===== src/verilog/asm_pkg.sv =====
// Shared constants and types for the amplifier stage mode and reset control.
package asm_pkg;

    // Mode pin codes, bit 2 is mode_pin_2 and bit 0 is mode_pin_0.
    typedef enum logic [2:0] {
        ASM_BRIDGED_DIFF = 3'b000,
        ASM_BRIDGED_SE = 3'b001,
        ASM_BRIDGED_PAIRED = 3'b010,
        ASM_PARALLEL_DIFF = 3'b100,
        ASM_QUAD_SE = 3'b101
    } asm_mode_t;

    // Register byte addresses.
    localparam logic [7:0] ASM_CTRL_ADDR = 8'h00;
    localparam logic [7:0] ASM_STATUS_ADDR = 8'h04;
    localparam logic [7:0] ASM_EVENT_ADDR = 8'h08;

    // Control register fields and reset value.
    localparam int ASM_CTRL_MUTE_BIT = 0;
    localparam int ASM_CTRL_DCEN_BIT = 1;
    localparam int ASM_CTRL_DIS_LSB = 4;
    localparam logic [31:0] ASM_CTRL_RESET = 32'h0000_0002;

    // Status register fields.
    localparam int ASM_ST_MODE_LSB = 0;
    localparam int ASM_ST_VALID_BIT = 3;
    localparam int ASM_ST_LATCH_BIT = 4;
    localparam int ASM_ST_RUN_BIT = 5;
    localparam int ASM_ST_FPIN_BIT = 6;
    localparam int ASM_ST_STUCK_LSB = 8;

    // Event register: early release flag, write one to clear.
    localparam int ASM_EV_EARLY_BIT = 0;

    // Timing.
    localparam int unsigned ASM_CLK_PERIOD_NS = 50;
    localparam int unsigned ASM_RELEASE_WAIT_NS = 4000000;
    localparam int unsigned ASM_RELEASE_WAIT_CYC =
        (ASM_RELEASE_WAIT_NS + ASM_CLK_PERIOD_NS - 1) / ASM_CLK_PERIOD_NS;
    localparam int unsigned ASM_STUCK_NS = 10000;
    localparam int unsigned ASM_STUCK_CYC =
        ASM_STUCK_NS / ASM_CLK_PERIOD_NS;

endpackage : asm_pkg


===== src/verilog/asm_stage_ctrl.sv =====
// Mode decode, channel mapping and reset/fault gating of the power stage.
//
// What the document requires of the stage and its controller
// RULE1 - Bridged stereo: two channels, each a differential pair of half-bridges.
// RULE2 - Bridged modes: single-ended input converted to differential drive.
// RULE3 - Paralleled mono: all four half-bridges carry one channel.
// RULE4 - Quad mode: four independent half-bridges, single-ended inputs.
// RULE5 - DC speaker protection acts only with opposite-polarity modulation.
// RULE6 - Modulator supplies paired-state PWM to each differential input pair.
// RULE7 - Modulator drives negative input as inverse of positive input.
// RULE8 - Reset low: every half-bridge transistor off, no switching.
// RULE9 - Reset low in bridged modes: weak pulldown on half-bridge outputs.
// RULE10 - Reset low in quad mode: outputs high impedance, no pulldown.
// RULE11 - Reset low: fault indicator released high whatever the fault.
// RULE12 - Reset rising edge clears latched shutdown and resumes switching.
// RULE13 - Controller waits 4 ms after fault falls before releasing reset.
// RULE14 - Unused channel input tied low so it never switches.
// RULE15 - Three-bit mode code selects input, modulation and output layout.
// RULE16 - Mode code is fixed before start and never changes in operation.
// RULE17 - Global fault stops all switching and latches fault low until reset.
// RULE18 - Channel without PWM edges goes high impedance, resumes on PWM.
// RULE19 - Mode sampled while reset low, held from reset release.
`timescale 1ns/10ps

module asm_stage_ctrl #(
    parameter int unsigned RELEASE_WAIT = asm_pkg::ASM_RELEASE_WAIT_CYC,
    parameter int unsigned STUCK_CYCLES = asm_pkg::ASM_STUCK_CYC
) (
    // APB slave.
    input wire logic pclk,
    input wire logic presetn,
    input wire logic psel,
    input wire logic penable,
    input wire logic pwrite,
    input wire logic [7:0] paddr,
    input wire logic [31:0] pwdata,
    output logic [31:0] prdata,
    output logic pready,
    output logic pslverr,
    // Static mode pins and device reset pin.
    input wire logic mode_pin_0,
    input wire logic mode_pin_1,
    input wire logic mode_pin_2,
    input wire logic amp_reset_n,
    // PWM inputs A to D.
    input wire logic [3:0] pwm_in,
    // Fault sources from the analog protection circuits.
    input wire logic overtemp_fault,
    input wire logic overload_fault,
    input wire logic supply_fault,
    input wire logic dc_fault,
    input wire logic overtemp_warn,
    // Half-bridge gate controls and weak pulldowns, A to D.
    output logic [3:0] high_side_on,
    output logic [3:0] low_side_on,
    output logic [3:0] weak_pulldown_en,
    // Open-drain fault and warning pins, active low.
    input wire logic fault_n_in,
    output logic fault_n_out,
    output logic fault_n_oe,
    output logic overtemp_warning_n_out,
    output logic overtemp_warning_n_oe
);

    // Counter widths follow the limits, so short simulation limits keep
    // the counters small.
    localparam int SW = $clog2(STUCK_CYCLES + 1);
    localparam int RW = $clog2(RELEASE_WAIT + 1);
    localparam logic [SW-1:0] STUCK_LIM = SW'(STUCK_CYCLES);
    localparam logic [RW-1:0] WAIT_LIM = RW'(RELEASE_WAIT);

    // Every flop of the block lives in this one record.
    typedef struct packed {
        logic [2:0] mode;
        logic rst_q;
        logic fault_lat;
        logic [3:0] pwm_q;
        logic [3:0][SW-1:0] idle;
        logic [3:0] stuck;
        logic [RW-1:0] since_fault;
        logic early;
        logic mute;
        logic dc_en;
        logic [3:0] dis;
        logic [3:0] hs;
        logic [3:0] ls;
        logic [3:0] pd;
        logic fault_oe;
        logic warn_oe;
        logic [31:0] rdata;
        logic ready;
        logic err;
    } asm_state_t;

    asm_state_t st;
    asm_state_t next_st;

    // Source input and inversion for half-bridge hb in the given mode.
    // Bit 2 of the result is the inversion flag, bits 1:0 the input index.
    function automatic logic [2:0] hb_map(logic [2:0] mode, logic [1:0] hb);
        logic [2:0] m;
        m = {1'b0, hb};
        unique case (mode)
            asm_pkg::ASM_BRIDGED_DIFF,
            asm_pkg::ASM_BRIDGED_PAIRED: m = {1'b0, hb};
            asm_pkg::ASM_BRIDGED_SE: m = {hb[0], hb[1], 1'b0};
            asm_pkg::ASM_PARALLEL_DIFF: m = {2'b00, hb[0]};
            asm_pkg::ASM_QUAD_SE: m = {1'b0, hb};
            default: m = {1'b0, hb};
        endcase
        return m;
    endfunction : hb_map

    // Undocumented codes leave every half-bridge off.
    function automatic logic mode_valid(logic [2:0] mode);
        logic v;
        unique case (mode)
            asm_pkg::ASM_BRIDGED_DIFF,
            asm_pkg::ASM_BRIDGED_SE,
            asm_pkg::ASM_BRIDGED_PAIRED,
            asm_pkg::ASM_PARALLEL_DIFF,
            asm_pkg::ASM_QUAD_SE: v = 1'b1;
            default: v = 1'b0;
        endcase
        return v;
    endfunction : mode_valid

    // Mapped offsets; anything else answers with pslverr.
    function automatic logic reg_known(logic [7:0] addr);
        return addr == asm_pkg::ASM_CTRL_ADDR ||
            addr == asm_pkg::ASM_STATUS_ADDR ||
            addr == asm_pkg::ASM_EVENT_ADDR;
    endfunction : reg_known

    logic [2:0] m0;
    logic [2:0] m1;
    logic [2:0] mh;
    logic bridged;
    logic valid;
    logic paired;
    logic rise;
    logic wr;
    logic rd;
    logic [31:0] rv;
    logic bad;
    logic global_off;
    logic in_window;

    always_comb begin
        next_st = st;
        m0 = '0;
        m1 = '0;
        mh = '0;
        bad = 1'b0;
        rv = '0;
        // The mode pins only pass while reset is held low. RULE19 RULE16
        if (!amp_reset_n) begin
            next_st.mode = {mode_pin_2, mode_pin_1, mode_pin_0};
        end
        next_st.rst_q = amp_reset_n;
        // The pin's copy from the last edge turns its level into an edge.
        rise = amp_reset_n && !st.rst_q;
        valid = mode_valid(st.mode); // RULE15
        bridged = st.mode != asm_pkg::ASM_QUAD_SE;
        paired = st.mode == asm_pkg::ASM_BRIDGED_PAIRED;

        // Latched global faults; DC protection is off with paired-state
        // modulation because its idle output is not a zero mean pair.
        if (rise) begin
            next_st.fault_lat = 1'b0; // RULE12
        end
        if (amp_reset_n && (overtemp_fault || overload_fault ||
            (dc_fault && st.dc_en && !paired))) begin // RULE5
            next_st.fault_lat = 1'b1; // RULE17
        end
        // Supply faults clear themselves, so they gate without latching.
        global_off = st.fault_lat || supply_fault || !valid;

        // Missing PWM edges mark an input stuck until it toggles again.
        // The idle count saturates, so a long silence cannot wrap around.
        next_st.pwm_q = pwm_in;
        for (int i = 0; i < 4; i++) begin
            if (pwm_in[i] != st.pwm_q[i]) begin
                next_st.idle[i] = '0;
                next_st.stuck[i] = 1'b0; // RULE18
            end else if (st.idle[i] != STUCK_LIM) begin
                next_st.idle[i] = st.idle[i] + 1'b1;
            end else begin
                next_st.stuck[i] = 1'b1; // RULE18
            end
        end

        // Per half-bridge drive; a stuck input stops its bridged pair as a whole, but
        // a dis bit stops only its own half-bridge, leaving the partner switching.
        for (int i = 0; i < 4; i++) begin
            mh = hb_map(st.mode, 2'(i)); // RULE1 RULE3 RULE4
            m0 = hb_map(st.mode, {1'(i >> 1), 1'b0});
            m1 = hb_map(st.mode, {1'(i >> 1), 1'b1});
            if (bridged) begin
                bad = st.stuck[m0[1:0]] || st.stuck[m1[1:0]]; // RULE14
            end else begin
                bad = st.stuck[mh[1:0]]; // RULE14
            end
            if (st.rst_q && amp_reset_n && !global_off && !st.mute &&
                !st.dis[i] && !bad) begin
                // Single-ended input feeds its inverse to the partner. RULE2
                next_st.hs[i] = st.pwm_q[mh[1:0]] ^ mh[2];
                next_st.ls[i] = !(st.pwm_q[mh[1:0]] ^ mh[2]);
            end else begin
                // Both switches off is the high-impedance state.
                next_st.hs[i] = 1'b0; // RULE8
                next_st.ls[i] = 1'b0; // RULE8
            end
            // Pulldown charges the bootstrap caps in every mode code but quad, parallel and undocumented codes included.
            next_st.pd[i] = !amp_reset_n && bridged; // RULE9 RULE10
        end

        // Fault pin is released while reset is low. RULE11
        next_st.fault_oe = amp_reset_n &&
            (next_st.fault_lat || supply_fault); // RULE17
        // The warning is not latched; it follows the sensor a cycle late.
        next_st.warn_oe = overtemp_warn;

        // Time since the fault pin fell, to flag a too early release.
        if (next_st.fault_oe && !st.fault_oe) begin
            next_st.since_fault = '0;
        end else if (st.since_fault != WAIT_LIM) begin
            next_st.since_fault = st.since_fault + 1'b1;
        end
        // The count saturates at the limit, which also stands for no fault
        // seen since reset, so a first release is never flagged.
        in_window = st.since_fault != WAIT_LIM;

        // APB: one wait state, answer in the second access cycle.
        next_st.ready = psel && penable && !st.ready;
        wr = psel && penable && st.ready && pwrite;
        rd = psel && penable && !st.ready && !pwrite;
        // pslverr stands with pready; an unmapped write changes nothing.
        next_st.err = 1'b0;
        if (psel && penable && !st.ready) begin
            next_st.err = !reg_known(paddr);
        end
        unique case (paddr)
            asm_pkg::ASM_CTRL_ADDR: begin
                rv[asm_pkg::ASM_CTRL_MUTE_BIT] = st.mute;
                rv[asm_pkg::ASM_CTRL_DCEN_BIT] = st.dc_en;
                rv[asm_pkg::ASM_CTRL_DIS_LSB +: 4] = st.dis;
            end
            asm_pkg::ASM_STATUS_ADDR: begin
                rv[asm_pkg::ASM_ST_MODE_LSB +: 3] = st.mode;
                rv[asm_pkg::ASM_ST_VALID_BIT] = valid;
                rv[asm_pkg::ASM_ST_LATCH_BIT] = st.fault_lat;
                rv[asm_pkg::ASM_ST_RUN_BIT] = |(st.hs | st.ls);
                rv[asm_pkg::ASM_ST_FPIN_BIT] = fault_n_in;
                rv[asm_pkg::ASM_ST_STUCK_LSB +: 4] = st.stuck;
            end
            asm_pkg::ASM_EVENT_ADDR: begin
                rv[asm_pkg::ASM_EV_EARLY_BIT] = st.early;
            end
            default: rv = '0;
        endcase
        // Read data stands only in the answer cycle.
        next_st.rdata = rd ? rv : '0;
        if (wr && paddr == asm_pkg::ASM_CTRL_ADDR) begin
            next_st.mute = pwdata[asm_pkg::ASM_CTRL_MUTE_BIT];
            next_st.dc_en = pwdata[asm_pkg::ASM_CTRL_DCEN_BIT];
            next_st.dis = pwdata[asm_pkg::ASM_CTRL_DIS_LSB +: 4];
        end
        if (wr && paddr == asm_pkg::ASM_EVENT_ADDR &&
            pwdata[asm_pkg::ASM_EV_EARLY_BIT]) begin
            next_st.early = 1'b0;
        end
        // A release inside the wait window is recorded; set beats clear.
        if (rise && in_window) begin
            next_st.early = 1'b1; // RULE13
        end
    end

    always_ff @(posedge pclk or negedge presetn) begin
        if (!presetn) begin
            st <= '0;
            st.since_fault <= WAIT_LIM;
            // Control defaults come from the package reset word.
            st.mute <= asm_pkg::ASM_CTRL_RESET[asm_pkg::ASM_CTRL_MUTE_BIT];
            st.dc_en <= asm_pkg::ASM_CTRL_RESET[asm_pkg::ASM_CTRL_DCEN_BIT];
            st.dis <= asm_pkg::ASM_CTRL_RESET[asm_pkg::ASM_CTRL_DIS_LSB +: 4];
        end else begin
            st <= next_st;
        end
    end

    assign prdata = st.rdata;
    assign pready = st.ready;
    assign pslverr = st.err;
    assign high_side_on = st.hs;
    assign low_side_on = st.ls;
    assign weak_pulldown_en = st.pd;
    // Open-drain pins only pull low; the enable carries the level.
    assign fault_n_out = 1'b0;
    assign fault_n_oe = st.fault_oe;
    assign overtemp_warning_n_out = 1'b0;
    assign overtemp_warning_n_oe = st.warn_oe;

endmodule : asm_stage_ctrl


===== config.mk =====
export PLATFORM = sky130hd
export DESIGN_NAME = asm_stage_ctrl
export DESIGN_NICKNAME = d
export VERILOG_FILES = /design/src/verilog/asm_pkg.sv /design/src/verilog/asm_stage_ctrl.sv
export SDC_FILE = /design/constraint.sdc
export NUM_CORES = 1
export LEC_CHECK = 0
export ABC_AREA = 1
export BUFFER_PORTS_ARGS = -buffer_cell sky130_fd_sc_hd__buf_4
export CAP_MARGIN = 20
export CORE_ASPECT_RATIO = 1.5
export CORE_UTILIZATION = 50
export CTS_CLUSTER_SIZE = 40
export DETAILED_ROUTE_END_ITERATION = 12
export PLACE_DENSITY = 0.82
export RECOVER_POWER = 25
export SYNTH_ARGS = -nofsm -noshare
export SYNTH_HDL_FRONTEND = slang
export SYNTH_SLANG_ARGS = --single-unit

===== constraint.sdc =====
create_clock -name pclk -period 3.1 [get_ports pclk]
set_clock_uncertainty 0.15 [all_clocks]
set_input_delay 0.465 -clock pclk [delete_from_list [all_inputs] [get_ports pclk]]
set_output_delay 0.465 -clock pclk [all_outputs]
set_load 0.02 [all_outputs]

==> results.ini <==
[run_status]
status = finished, final reports clean

[setup_path]
cp.arrival_ns = 2.23
timing.rr.start = st[55]
crit_type = in2async
critPathTopFamily = buffers and inverters
critPathLaunch = presetn
startpoint_type = primary input
slowest_stage = clkbuf_2
end_kind = asynchronous set/reset pin
cp_num_buf_inv = 3
crit_chain = dlygate4sd3_1 -> clkbuf_2 -> buf_12
path_max_fanout = 48
slowest_delay_ns = 0.86
required_ns = 3.41

[hold_path]
min-delay-start = overtemp_warn
hold_path_class = in2reg

[power_and_ir_drop]
p_switching_uw = 775
cellPowerDensity_nw_per_um2 = 531
combPwrFrac_pct = 12.7
power_frac_clock_pct = 40.9
total_power_mw = 2.94
pwr-share-seq_pct = 46.4
leakage_nw = 2.98
p_int_mw = 2.17
ir_drop_uv = 489
switching_share_pct = 26.4

[routing]
first_pass_iters = 4
via_per_inst = 5.11
drt_iter0_drc = 309
vias = 3913
drc_errors = 0
ant_nets = 0
wl_per_cell_um = 13.1
drt-total-wl_mm = 10.0

[clocking]
clock_sinks = 94
cts.path.max_buffers = 2
post_cts_buffers = 0
cts_made_buffers = 9
cts_tree = yes
cts-root-buf = clkbuf_16
clk_latency_ns = 0.35
cts_max_level = 3
clk_pin_slew_ns = 0.06

[floorplanning]
die-area_um2 = 10200
rows = 43
initial_core_util_pct = 52.1
die_h_um = 123
core_area_um2 = 9360
die_w_um = 82.7
num_io_pins = 109

[layout]
drive_gt1_share_pct = 13.8
diodes = 0
area_growth_pct = 13.5
fin_util_pct = 59.2
nets = 718
fill_cells = 789

[logic_synthesis]
yosysMostFrequentCell = nand2_1
yosysUniqueCellTypes = 33
yosys_warnings = 0
synth_area_um2 = 4880
seq_area_frac_synth_pct = 48.4
async_flop_share_pct = 100
synth_common_cells = nand2_1, inv_1, dfrtp_1
synth_top_area_cell = dfrtp_1
synth_edf_count = 0
netlist_top_cells_area = dfrtp_1, nand2_1, inv_1
synthFlopType = dfrtp_1
ys_ff_latch = 94
netlist_instances = 602
synth_top_area_share_pct = 45.1
syn_area_per_cell_um2 = 8.11

[global_routing]
gr-total-overflow = 0
grt_util_all_layers_pct = 22.2
grt_pass1_vias = 3801
grt_max_degree = 49
grt_first_pass_wirelength_mm = 16.8
antenna_found_initial = 0

[sta]
setup_tns_ns = 0
tightest_slew_ns = 1.15
clock.fmax_mhz = 521
hold_violations = 0
final_max_slew_viol_count = 0
whs_ns = 0.102
rsz0062_at_grt = false
setup-violations-final = 0
fin_ws_ns = 1.18
max-slew-margin-rel_pct = 23.1
min_period_ns = 1.92
finalCritPeriodShare_pct = 61.9

[place]
post-dp-hpwl_mm = 7.57
port_buffers = 60
dp_slack_ns = 1.06
place.gp.congestion = 0.953

[flow_run]
maxCapViolCount = 0

-- final timing paths --
| kind | endpoint | slack (ns) | cells after the start |
|---|---|---|---|
| min in group asynchronous | overtemp_warning_n_oe | 0.74 | 2 |
| max in group pclk | st[56] | 1.28 | 8 |
| setup reg to reg | st[56] | 1.28 | 8 |
| setup / recovery | st[66] | 1.18 | 3 |
| hold reg to reg | st[91] | 0.32 | 1 |
| hold / removal | overtemp_warning_n_oe | 0.10 | 1 |
-- what timing repair did --
item	in CTS	in global routing
hold buffers	1	0
resized for setup	0	0
endpoints found under the hold margin	36	0
-- power groups by stage --
stage / Sequential (mW) / Clock [mW] / Combinational, mW
after global routing: 1.38 / 1.27 / 0.434
after global placement: 1.38 / 0 / 0.354
after CTS: 1.36 / 1.22 / 0.379
final: 1.36 / 1.20 / 0.375
after detailed placement: 1.38 / 0 / 0.375
after floorplan: 1.37 / 0 / 0.269
-- per-layer routing --
metal / global-route usage [%] / vias up / share of wire, %
met3: 4.21 / 31 / 3.8
met1: 24.8 / 1864 / 39
met2: 38.3 / 86 / 53
met5: 0 / - / 0
li1: - / 1932 / -
met4: 13.0 / 0 / 4.4
-- stage by stage --
stage          std cells  area (µm²)
3_3_place_gp         749        5210
6_report             766        5540
2_1_floorplan        623        4960
5_1_grt              766        5540
4_1_cts              766        5560
3_5_place_dp         749        5210
-- worst reg2reg max path, delay by kind of cell (launching register included) --
| family | cells | cell delay (ns) |
|---|---|---|
| AO/OA/AOI/OAI | 1 | 0.19 |
| flip-flops | 1 | 0.43 |
| AND/OR/NAND/NOR | 4 | 0.63 |
| adder cells (fa/ha/maj) | 1 | 0.21 |
| buffers and inverters | 2 | 0.16 |
-- final cells by class --
| cell class | instances | area, µm² | area share (%) |
|---|---|---|---|
| tap | 112 | 140 | 2.53 |
| inverter | 100 | 375 | 6.78 |
| timing repair buffer | 62 | 463 | 8.36 |
| multi-input combinational | 382 | 1870 | 33.7 |
| clock inverter | 6 | 93.8 | 1.69 |
| sequential | 94 | 2360 | 42.6 |
| clock buffer | 10 | 239 | 4.32 |
-- cells in the final DEF, fill, tap and decap left out, types with 9 or more instances in the layout --
cell / n
dfrtp_1: 88
nor3_1: 19
nor2_1: 68
conb_1: 22
buf_4: 52
clkbuf_16: 9
o21ai_0: 36
xor2_1: 10
nand4_1: 19
a21oi_1: 13
ha_1: 10
nand2_1: 115
nand3_1: 38
inv_1: 100
-- kinds of logic (layout without fill, tap and decap cells) --
| kind of cell | Yosys count | in the layout | share of synthesized area [%] |
|---|---|---|---|
| buffers and inverters | 147 | 178 | 15.0 |
| XOR/XNOR | 15 | 15 | 2.69 |
| AO/OA/AOI/OAI | 58 | 58 | 6.36 |
| adder cells (fa/ha/maj) | 10 | 10 | 2.56 |
| AND/OR/NAND/NOR | 277 | 277 | 24.9 |
| flip-flops | 94 | 94 | 48.4 |
| other | 1 | 22 | 0.0768 |
-- registers in the layout (all words and copies together) (netlist names) --
signal,flops
fault_n_oe,1
high_side_on,4
low_side_on,4
pready,1
prdata,12
overtemp_warning_n_oe,1
weak_pulldown_en,1
st,69
pslverr,1
(Power assumes the default switching activity.)
